`config.mk`:
```
export PLATFORM = sky130hd
export DESIGN_NAME = refl_results
export DESIGN_NICKNAME = d
export VERILOG_FILES = /design/src/refl_pkg.sv /design/src/refl_amp_pack.sv /design/src/refl_results.sv
export SDC_FILE = /design/constraint.sdc
export NUM_CORES = 1
export LEC_CHECK = 0
export BUFFER_PORTS_ARGS = -buffer_cell sky130_fd_sc_hd__buf_2
export CAP_MARGIN = 5
export CORE_MARGIN = 4
export CORE_UTILIZATION = 31
export CTS_CLUSTER_DIAMETER = 120
export DETAILED_ROUTE_END_ITERATION = 8
export PLACE_DENSITY = 0.53
export SYNTH_ARGS = -nofsm -noshare
export SYNTH_HDL_FRONTEND = slang
export SYNTH_SLANG_ARGS = --single-unit
```
`constraint.sdc`:
```
create_clock -name mclk -period 2.1 [get_ports mclk]
set_input_delay 0.105 -clock mclk [delete_from_list [all_inputs] [get_ports mclk]]
set_output_delay 0.105 -clock mclk [all_outputs]
set_load 0.05 [all_outputs]
```
`src/refl_pkg.sv`:
```
package refl_pkg;
  // register indices (printed offsets are not word aligned, byte address = 4 * index)
  localparam logic [15:0] IDX_AMP_C_PAIR0 = 16'h019F;
  localparam logic [15:0] IDX_AMP_C_PAIR1 = 16'h01A0;
  localparam logic [15:0] IDX_AMP_CD_PAIR = 16'h01A1;
  localparam logic [15:0] IDX_AMP_D_PAIR0 = 16'h01A2;
  localparam logic [15:0] IDX_AMP_D_PAIR1 = 16'h01A3;
  localparam logic [15:0] IDX_STATUS = 16'h01A4;
  localparam logic [15:0] IDX_IRQ_STATUS = 16'h01A5;
  localparam logic [15:0] IDX_IRQ_MASK = 16'h01A6;
  // field positions
  localparam int AMP_HI_LSB = 8;
  localparam int AMP_LO_LSB = 0;
  localparam int AMP_W = 7;
  localparam int CROSS_D_BIT = 11;
  localparam int CROSS_C_BIT = 10;
  localparam int CROSS_B_BIT = 9;
  localparam int CROSS_A_BIT = 8;
  localparam int OVF_D_BIT = 7;
  localparam int OVF_C_BIT = 6;
  localparam int OVF_B_BIT = 5;
  localparam int OVF_A_BIT = 4;
  // interrupt event bits
  localparam int EVT_DONE_BIT = 0;
  localparam int EVT_CROSS_BIT = 1;
  localparam int EVT_OVF_BIT = 2;
  localparam int EVT_W = 3;
  // reset values
  localparam logic [15:0] REG_RESET = 16'h0000;
  localparam logic [6:0] AMP_RESET = 7'h00;
  localparam logic [2:0] EVT_RESET = 3'h0;
  localparam logic [3:0] FLAG_RESET = 4'h0;
  localparam logic [31:0] RDATA_RESET = 32'h0000_0000;
  // apb slave states
  typedef enum logic [0:0] {
    APB_IDLE = 1'b0,
    APB_ACK = 1'b1
  } apb_state_t;
endpackage

```
`src/refl_amp_pack.sv`:
```
`timescale 1ns/10ps
module refl_amp_pack (
  // two amplitude fields
  input wire logic [6:0] amp_hi,
  input wire logic [6:0] amp_lo,
  // packed word
  output logic [15:0] word
);
  // reserved bits 15 and 7 forced to zero
  assign word = {1'b0, amp_hi, 1'b0, amp_lo};
endmodule

```
`src/refl_results.sv`:
```
// Register access over APB was decided locally.
`timescale 1ns/10ps
// Overview of operation
// - each peak amplitude is a 7-bit read-only field at 14:8 or 6:0; bits 15 and 7 read zero.
// - amplitudes pack as C1/C0, C3/C2, D0/C4, D2/D1, D4/D3 in the five consecutive words.
// - every amplitude field and status bit resets to zero and cannot be written.
// - status bits 11, 10, 9 flag cross reflection on channels D, C, B; bits 15:12 read zero.
// - the channel A cross-reflection flag sits at status bit 8.
// - status bits 7, 6, 5, 4 flag more than five reflections on D, C, B, A; bits 3:0 read zero.
// - a clear cross flag means no cross reflection, a clear overflow flag means normal operation.
module refl_results (
  // clock and reset
  input wire logic mclk,
  input wire logic sys_rst,
  // apb slave
  input wire logic psel,
  input wire logic penable,
  input wire logic pwrite,
  input wire logic [31:0] paddr,
  input wire logic [31:0] pwdata,
  output logic [31:0] prdata,
  output logic pready,
  output logic pslverr,
  // results from the measurement engine
  input wire logic run_done,
  input wire logic [34:0] amp_c,
  input wire logic [34:0] amp_d,
  input wire logic [3:0] cross_flags,
  input wire logic [3:0] ovf_flags,
  // interrupt
  output logic irq
);

  ////////////////////////////////////////////////////////////////////////////
  // result store

  logic [6:0] amp_c_q [5];
  logic [6:0] amp_d_q [5];
  logic [3:0] cross_q;
  logic [3:0] ovf_q;

  // pick field n of a flat engine bus
  function automatic logic [6:0] field(input logic [34:0] bus, input int n);
    field = bus[n*7 +: 7];
  endfunction

  // load only on run completion, otherwise hold
  always_ff @(posedge mclk) begin
    if (sys_rst) begin
      for (int i = 0; i < 5; i++) begin
        amp_c_q[i] <= refl_pkg::AMP_RESET;
        amp_d_q[i] <= refl_pkg::AMP_RESET;
      end
    end else if (run_done) begin
      for (int i = 0; i < 5; i++) begin
        amp_c_q[i] <= field(amp_c, i);
        amp_d_q[i] <= field(amp_d, i);
      end
    end
  end

  // flags replaced whole per run, so a clean run clears old faults
  always_ff @(posedge mclk) begin
    if (sys_rst) begin
      cross_q <= refl_pkg::FLAG_RESET;
      ovf_q <= refl_pkg::FLAG_RESET;
    end else if (run_done) begin
      cross_q <= cross_flags;
      ovf_q <= ovf_flags;
    end
  end

  ////////////////////////////////////////////////////////////////////////////
  // word packing

  logic [15:0] word_c0, word_c1, word_cd, word_d0, word_d1, status_word;

  refl_amp_pack u_pack_c0 (.amp_hi(amp_c_q[1]), .amp_lo(amp_c_q[0]), .word(word_c0));
  refl_amp_pack u_pack_c1 (.amp_hi(amp_c_q[3]), .amp_lo(amp_c_q[2]), .word(word_c1));
  refl_amp_pack u_pack_cd (.amp_hi(amp_d_q[0]), .amp_lo(amp_c_q[4]), .word(word_cd));
  refl_amp_pack u_pack_d0 (.amp_hi(amp_d_q[2]), .amp_lo(amp_d_q[1]), .word(word_d0));
  refl_amp_pack u_pack_d1 (.amp_hi(amp_d_q[4]), .amp_lo(amp_d_q[3]), .word(word_d1));

  // status layout, reserved bits stay zero
  always_comb begin
    status_word = refl_pkg::REG_RESET;
    status_word[refl_pkg::CROSS_D_BIT] = cross_q[3];
    status_word[refl_pkg::CROSS_C_BIT] = cross_q[2];
    status_word[refl_pkg::CROSS_B_BIT] = cross_q[1];
    status_word[refl_pkg::CROSS_A_BIT] = cross_q[0];
    status_word[refl_pkg::OVF_D_BIT] = ovf_q[3];
    status_word[refl_pkg::OVF_C_BIT] = ovf_q[2];
    status_word[refl_pkg::OVF_B_BIT] = ovf_q[1];
    status_word[refl_pkg::OVF_A_BIT] = ovf_q[0];
  end

  ////////////////////////////////////////////////////////////////////////////
  // apb slave: no wait states, read data registered

  refl_pkg::apb_state_t apb_q;
  logic [15:0] idx;
  logic setup;
  logic rd_irq_st;
  logic [2:0] irq_st_q;
  logic [2:0] irq_mask_q;
  logic [31:0] rdata_d;
  logic err_d;

  assign idx = paddr[17:2];
  assign setup = psel && !penable;
  // the status read clears at the completing edge
  assign rd_irq_st = psel && penable && pready && !pwrite && (idx == refl_pkg::IDX_IRQ_STATUS);

  // ready in the access phase after the data register has loaded
  always_ff @(posedge mclk) begin
    if (sys_rst) begin
      apb_q <= refl_pkg::APB_IDLE;
    end else begin
      case (apb_q)
        refl_pkg::APB_IDLE: apb_q <= setup ? refl_pkg::APB_ACK : refl_pkg::APB_IDLE;
        refl_pkg::APB_ACK: apb_q <= refl_pkg::APB_IDLE;
        default: apb_q <= refl_pkg::APB_IDLE;
      endcase
    end
  end
  assign pready = (apb_q == refl_pkg::APB_ACK) && psel && penable;

  // read mux; result words refuse writes, which is the only way to flag it
  always_comb begin
    rdata_d = 32'h0000_0000;
    err_d = 1'b0;
    case (idx)
      refl_pkg::IDX_AMP_C_PAIR0: rdata_d[15:0] = word_c0;
      refl_pkg::IDX_AMP_C_PAIR1: rdata_d[15:0] = word_c1;
      refl_pkg::IDX_AMP_CD_PAIR: rdata_d[15:0] = word_cd;
      refl_pkg::IDX_AMP_D_PAIR0: rdata_d[15:0] = word_d0;
      refl_pkg::IDX_AMP_D_PAIR1: rdata_d[15:0] = word_d1;
      refl_pkg::IDX_STATUS: rdata_d[15:0] = status_word;
      refl_pkg::IDX_IRQ_STATUS: rdata_d[2:0] = irq_st_q;
      refl_pkg::IDX_IRQ_MASK: rdata_d[2:0] = irq_mask_q;
      default: err_d = 1'b1;
    endcase
    if (pwrite && idx != refl_pkg::IDX_IRQ_MASK && idx != refl_pkg::IDX_IRQ_STATUS) begin
      err_d = 1'b1;
    end
  end

  // capture answer during setup
  always_ff @(posedge mclk) begin
    if (sys_rst) begin
      prdata <= refl_pkg::RDATA_RESET;
      pslverr <= 1'b0;
    end else if (setup) begin
      prdata <= pwrite ? 32'h0000_0000 : rdata_d;
      pslverr <= err_d;
    end
  end

  ////////////////////////////////////////////////////////////////////////////
  // interrupts

  logic [2:0] evt;
  assign evt = {run_done && |ovf_flags, run_done && |cross_flags, run_done};

  // mask register is the only writable word
  always_ff @(posedge mclk) begin
    if (sys_rst) begin
      irq_mask_q <= refl_pkg::EVT_RESET;
    end else if (psel && penable && pready && pwrite && idx == refl_pkg::IDX_IRQ_MASK) begin
      irq_mask_q <= pwdata[2:0];
    end
  end

  // sticky events; the clear takes only the bits the read reported, since an event
  // landing on the setup edge is missing from the captured word and must survive
  always_ff @(posedge mclk) begin
    if (sys_rst) begin
      irq_st_q <= refl_pkg::EVT_RESET;
    end else begin
      irq_st_q <= (rd_irq_st ? (irq_st_q & ~prdata[2:0]) : irq_st_q) | evt;
    end
  end

  assign irq = |(irq_st_q & irq_mask_q);

endmodule

```
==> reports/qor_table.md, run 1 <==
| Metric | This run |
| --- | --- |
| Unrepaired setup endpoints after global routing | no |
| Critical path endpoint category | flop |
| DR WL/cell | 15.91 um |
| Post-layout worst setup margin | 374.2 ps |
| Gr ovfl total | 0 |
| DRT antenna net count | 0 |
| Ys async rst share | 0% |
| Share of Yosys cell area claimed by the top area cell type | 44.60% |
| Cell Area, Synth | 4713 um2 |
| Most common flop cell mapped by yosys | edfxtp_1 |
| Nature of the critical path startpoint | primary input |
| Instance count along the most critical hold path | 3 |
| Library cell contributing the largest single delay on the critical path | or4_4 |
| DRC violation count after routing | 0 |
| Setup violations, final | 0 |
| Area of the die | 17240 um2 |
| Leakage | 2.365 nW |
| Maximum vdd ir drop | 0.0003250 V |
| Clk Tree Root Cell | clkbuf_16 |
| Via-to-Cell Ratio | 4.756 |
| Port Buffer Count | 120 |
| 1st-iter DRT viols | 196 |
| Routability congestion estimate | 0.7954 |
| Total Power Consumption | 0.004297 W |
| DR vias | 3334 |
| Pins over their slew limit | 0 |
| Vias in the first global route | 3443 |
| Floorplan core area | 14700 um2 |
| Critical path fanouts, max | 9 |
| Number of placement rows | 44 |
| Clock tree sinks | 101 |
| Setup Buffers After CTS | 0 |
| Slew margin rel. | 60.16% |
| Final hold viol count | 0 |
| Sequential fraction of the synthesis area | 57.76% |
| Crit path cell chain | buf_2 > or4_4 > nor4_1 > o2bb2ai_1 > a221oi_1 > a221oi_1 |
| Tightest Pin Transition | 592.2 ps |
| Result of the run | finished clean |
| Largest area contributor in the synthesized netlist | edfxtp_1 |
| Max clock buf depth | 2 |
| Net total in the final layout | 660 |
| Number of enable-type register cells in the synthesized netlist | 70 |
| Worst-case clock skew | 5.559 ps |
| Half-perimeter wire length of the detailed placement result | 8.455 mm |
| Most used cell along the critical path | a221oi_1 |
| Critical Path Max Stage Delay | 600 ps |
| Antenna violations before repair | 0 |
| Endpoint required time on the critical path | 2340 ps |
| Area contributors post-synth | edfxtp_1 45%, dfxtp_1 13%, and2_1 9.3% |
| Quantity of hold-fixing buffers added after cts | 0 |
| Synthesized area per cell | 12.34 um2 |
| Clock insertion delay at the later pin of the skew report | 340 ps |
| Cts bufs inserted | 9 |
| Post-placement setup slack | -21.74 ps |
| Data arrival time at the worst-slack endpoint | 1970 ps |
| Die H | 131.3 um |
| Yosys warning count | 0 |
| Reg2reg path depth | 4 |
| Cell Pwr Density | 739.0 nW/um2 |
| Io pins | 183 |
| Share of post-route cells with drive strength above 1 | 33.66% |
| Final worst path period share | 82.18% |
| Final min period | 1726 ps |
| Synthesized instance count | 382 |
| Classification of the worst-slack hold path | in2reg |
| Max-cap violation count | 0 |
| Distinct cells, synth | 56 |
| Antenna Cells | 0 |
| Global-route wire length before repair | 18.13 mm |
| Quantity of gates resized following cts | 0 |
| Number of H-tree branching levels | 3 |
| DRT Wirelength | 11.15 mm |
| FF+latch count, synth | 101 |
| Initial core utilization | 32.07% |
| Maximum clock rate | 579.4 MHz |
| Buf/Inv on CP | 1 |
| Clock-pin slew on the worst setup and hold paths | 70 ps |
| Drt first pass iters | 4 |
| Crit-path leading delay family | simple AND/OR/NAND/NOR gates |
| GRT Util Overall | 13.11% |
| Most frequent standard cell in the layout excluding fill and tap cells | buf_2 |
| Critical path type | in2reg |
| Die width | 131.3 um |
| Largest net degree at the start of global routing | 71 |
| TritonCTS clock tree | done |
| Depth of the critical timing path with buffers and inverters included | 6 |
| Commonest cells after routing, fill and taps aside | 120 x buf_2, 70 x and2_1, 70 x edfxtp_1 |
| Number of fill cells in the layout | 1456 |
| Layout-stage area growth over the synthesis result | 23.36% |
state kept, by name (all words and copies together), names as in the netlist:
| name | count |
|---|---|
| amp_d_q | 35 |
| prdata | 15 |
| amp_c_q | 35 |
| ovf_q | 4 |
| irq_mask_q | 3 |
| apb_q | 1 |
| cross_q | 4 |
| pslverr | 1 |
| irq_st_q | 3 |
cells in the mapped netlist, drive strengths merged (5+ instances only):
library cell / count
and2: 70
edfxtp: 70
nor3: 5
nor2: 18
inv: 6
clkbuf: 13
a222oi: 12
buf: 25
a21oi: 15
mux2i: 13
a221oi: 13
nor4: 11
dfxtp: 31
a22o: 10
nand2: 18
path summary, 6_finish.rpt:
path                       start       endpoint  slack [ps]
setup / recovery       paddr[15]      prdata[0]         370
hold / removal         pwdata[2]  irq_mask_q[2]          20
setup reg to reg  amp_c_q[0][16]      prdata[2]         610
hold reg to reg            apb_q          apb_q         420
cell type report:
| class | instances | area [um2] | area share, % |
|---|---|---|---|
| sequential | 101 | 2723 | 46.83 |
| clock buffer | 11 | 232.7 | 4.003 |
| tap | 184 | 230.2 | 3.960 |
| multi-input combinational | 252 | 1757 | 30.21 |
| inverter | 6 | 22.52 | 0.3873 |
| clock inverter | 5 | 58.81 | 1.011 |
| timing repair buffer | 142 | 790.8 | 13.60 |
per-stage QoR:
| stage | utilization, % | hold WS [ps] | cells | cell area (um2) | setup TNS, ps |
|---|---|---|---|---|---|
| floorplan | - | 252.2 | 398 | 4773 | 0 |
| global placement | 37.57 | 356.7 | 685 | 5523 | 0 |
| detailed placement | 37.57 | 361.3 | 685 | 5523 | -32.48 |
| CTS | 39.56 | 12.67 | 701 | 5814 | 0 |
| global route | 39.56 | 34.31 | 701 | 5814 | 0 |
| finish | 39.56 | 15.90 | 701 | 5814 | 0 |
worst register-to-register path: stages (launching register included):
cell,delay [ps]
edfxtp_1,310
or4bb_1,460
a31oi_1,240
a221oi_1,90
a221oi_1,290
logic make-up after synthesis:
logic type | share of synthesized area (%)
buf+inv | 6.398
flops | 57.76
other cells | 0.07956
xor+xnor | 0.1859
mux | 2.761
simple gates | 21.02
compound gates | 11.79
routing by layer:
| layer | wire (um) | GRT usage, % |
|---|---|---|
| met5 | 0 | 0 |
| met4 | 146 | 4.434 |
| met3 | 737 | 2.676 |
| met2 | 4799 | 19.47 |
| met1 | 5467 | 19.12 |
power breakdown:
part	leakage [nW]	switching (W)	internal [W]	total, W
logic	1.22	0.000223	0.000143	0.000366
registers	1.01	0.0000404	0.00226	0.00230
clock network	0.138	0.000702	0.000927	0.00163
No activity file was read; power rests on OpenSTA's default activity.
==> inputs of run 2 (changes only) <==
==> constraint.sdc (replaced) <==
create_clock -name mclk -period 1.8 [get_ports mclk]
set_input_delay 0.09 -clock mclk [delete_from_list [all_inputs] [get_ports mclk]]
set_output_delay 0.09 -clock mclk [all_outputs]
set_load 0.05 [all_outputs]
==> run 2 against run 1 <==
Critical path type unchanged. Worst setup slack got worse by 240 ps. Combinational power rose by 27%. Routed wire length rose by 7.8%. Global-route usage rose by 0.86 points. Flip-flop and latch count did not move. Utilization rose by 2.0 points. Cell count rose by 4.4%. Critical endpoint unchanged. Die area did not move. Clock skew rose by 2.3 ps.
==> reports/qor_table.md, run 2 (synthesis gave the netlist of run 1 again) <==
| Metric | This run |
| --- | --- |
| Quantity of hold-fixing buffers added after cts | 9 |
| Maximum vdd ir drop | 0.0004987 V |
| Regs by FF count | amp_c_q (35), amp_d_q (35), prdata (15) |
| DR WL/cell | 16.42 um |
| DR vias | 3511 |
| Net switching fraction of the power | 22.56% |
| Most frequent standard cell in the layout excluding fill and tap cells | buf_2 |
| Net total in the final layout | 691 |
| Initial core utilization | 32.07% |
| Library cell contributing the largest single delay on the critical path | or4b_4 |
| Net switching power | 0.001143 W |
| Nature of the critical path startpoint | primary input |
| Io pins | 183 |
| Die width | 131.3 um |
| Number of placement rows | 44 |
| Final worst path period share | 92.30% |
| Fraction of power consumed by combinational cells | 9.2% |
| Leakage | 2.530 nW |
| DRT Wirelength | 12.02 mm |
| Final core utilization | 41.58% |
| Endpoint required time on the critical path | 2050 ps |
| Placed Instance Area | 5719 um2 |
| Final hold viol count | 0 |
| Data arrival time at the worst-slack endpoint | 1910 ps |
| Max-cap violation count | 0 |
| Result of the run | finished clean |
| Setup violations, final | 0 |
| Vias in the first global route | 3524 |
| Gr ovfl total | 0 |
| Critical path endpoint category | flop |
| GRT Util Overall | 13.97% |
| Routability congestion estimate | 0.7907 |
| Unrepaired setup endpoints after global routing | no |
| Part of the total power dissipated in the clock network | 37.6% |
| Classification of the worst-slack hold path | in2reg |
| Layout-stage area growth over the synthesis result | 29.68% |
| Setup Buffers After CTS | 0 |
| Crit path cell chain | buf_2 > or4b_4 > buf_4 > nor4_1 > buf_4 > o2bb2ai_1 > a221oi_1 > a221oi_1 |
| Critical Path Max Stage Delay | 590 ps |
| Antenna Cells | 0 |
| DRC violation count after routing | 0 |
| Drt first pass iters | 5 |
| Floorplan core area | 14700 um2 |
| DRT antenna net count | 0 |
| Quantity of gates resized following cts | 0 |
| Maximum clock rate | 601.9 MHz |
| Final min period | 1661 ps |
| Via-to-Cell Ratio | 4.796 |
| Tightest Pin Transition | 1083 ps |
| Critical path type | in2reg |
| Worst-case clock skew | 7.903 ps |
| Cell Pwr Density | 828.8 nW/um2 |
| Clock-pin slew on the worst setup and hold paths | 70 ps |
| Share of post-route cells with drive strength above 1 | 35.77% |
| Slew margin rel. | 27.60% |
| Critical path fanouts, max | 6 |
| Max clock buf depth | 2 |
| Post-placement setup slack | -209.4 ps |
| Global-route wire length before repair | 18.98 mm |
| Die H | 131.3 um |
| Clock tree sinks | 101 |
| Commonest cells after routing, fill and taps aside | 120 x buf_2, 70 x and2_1, 70 x edfxtp_1 |
| Post-layout worst setup margin | 138.6 ps |
| Proportion of power drawn by flip-flops and latches | 53.2% |
| Antenna violations before repair | 0 |
| Number of H-tree branching levels | 3 |
| Final instance area | 6112 um2 |
| Area of the die | 17240 um2 |
| Pins over their slew limit | 0 |
| Cts bufs inserted | 9 |
| Port Buffer Count | 120 |
| Largest net degree at the start of global routing | 71 |
| Buf/Inv on CP | 3 |
| TritonCTS clock tree | done |
| Clk Tree Root Cell | clkbuf_16 |
| Half-perimeter wire length of the detailed placement result | 9.344 mm |
| Crit-path leading delay family | simple AND/OR/NAND/NOR gates |
| 1st-iter DRT viols | 277 |
| Clock insertion delay at the later pin of the skew report | 350 ps |
| Int Power | 0.003923 W |
==> run 2: cell types whose count changed in the layout (fill, tap and decap cells not counted) <==
cell / previous run / this run
buf_12: 2 / 4
buf_4: 20 / 39
clkbuf_1: 2 / 3
clkinv_1: 1 / 0
clkinv_4: 1 / 2
clkinvlp_4: 1 / 0
dlygate4sd3_1: 0 / 10
nor2_2: 1 / 0
nor2_4: 1 / 2
o2bb2ai_1: 2 / 1
o2bb2ai_2: 0 / 1
or2_2: 1 / 0
or2_4: 0 / 1
==> run 2: final timing paths <==
check / depth (start not counted) / start / slack (ps) / to
setup / recovery: 8 / paddr[5] / 140 / prdata[0]
hold / removal: 3 / cross_flags[0] / 10 / cross_q[0]
setup reg to reg: 4 / amp_c_q[0][16] / 300 / prdata[2]
hold reg to reg: 1 / apb_q / 440 / apb_q
==> run 2: cell type report <==
type	instances	area, um2
Clock inverter	4	56.30
Clock buffer	12	236.5
Sequential cell	101	2723
Inverter	6	22.52
Fill cell	1418	8587
Multi-Input combinational cell	252	1770
Tap cell	184	230.2
Timing Repair Buffer	173	1074
==> run 2: power by group through the flow <==
stage	sequential (W)	clock, W	combinational, W
6_report	0.00269	0.00191	0.000464
3_5_place_dp	0.00275	0	0.000452
5_1_grt	0.00271	0.00206	0.000507
3_3_place_gp	0.00275	0	0.000446
2_1_floorplan	0.00273	0	0.000290
4_1_cts	0.00270	0.00197	0.000468
==> run 2: routing by layer <==
layer	vias to the layer above	wire (um)	part of all wire [%]	track usage [%]
met5	-	0	0	0
met1	1627	5794	48	19.82
met3	18	860	7.2	4.243
met4	0	212	1.8	4.901
met2	135	5154	43	20.28
li1	1731	-	-	-
==> run 2: stage by stage <==
stage,power (W),TNS [ps],cells,hold slack [ps]
after floorplan,0.003017,-146.2,398,237.2
after CTS,0.005131,0,731,0.1674
final,0.005066,0,732,10.95
after global placement,0.003197,-2264,706,330.5
after global routing,0.005272,0,732,4.761
after detailed placement,0.003199,-2510,706,336.3
==> run 2: worst register-to-register path, delay by kind of cell (launching register included) <==
family / cells / cell delay, ps
compound gates: 3 / 640
simple gates: 1 / 460
flops: 1 / 310
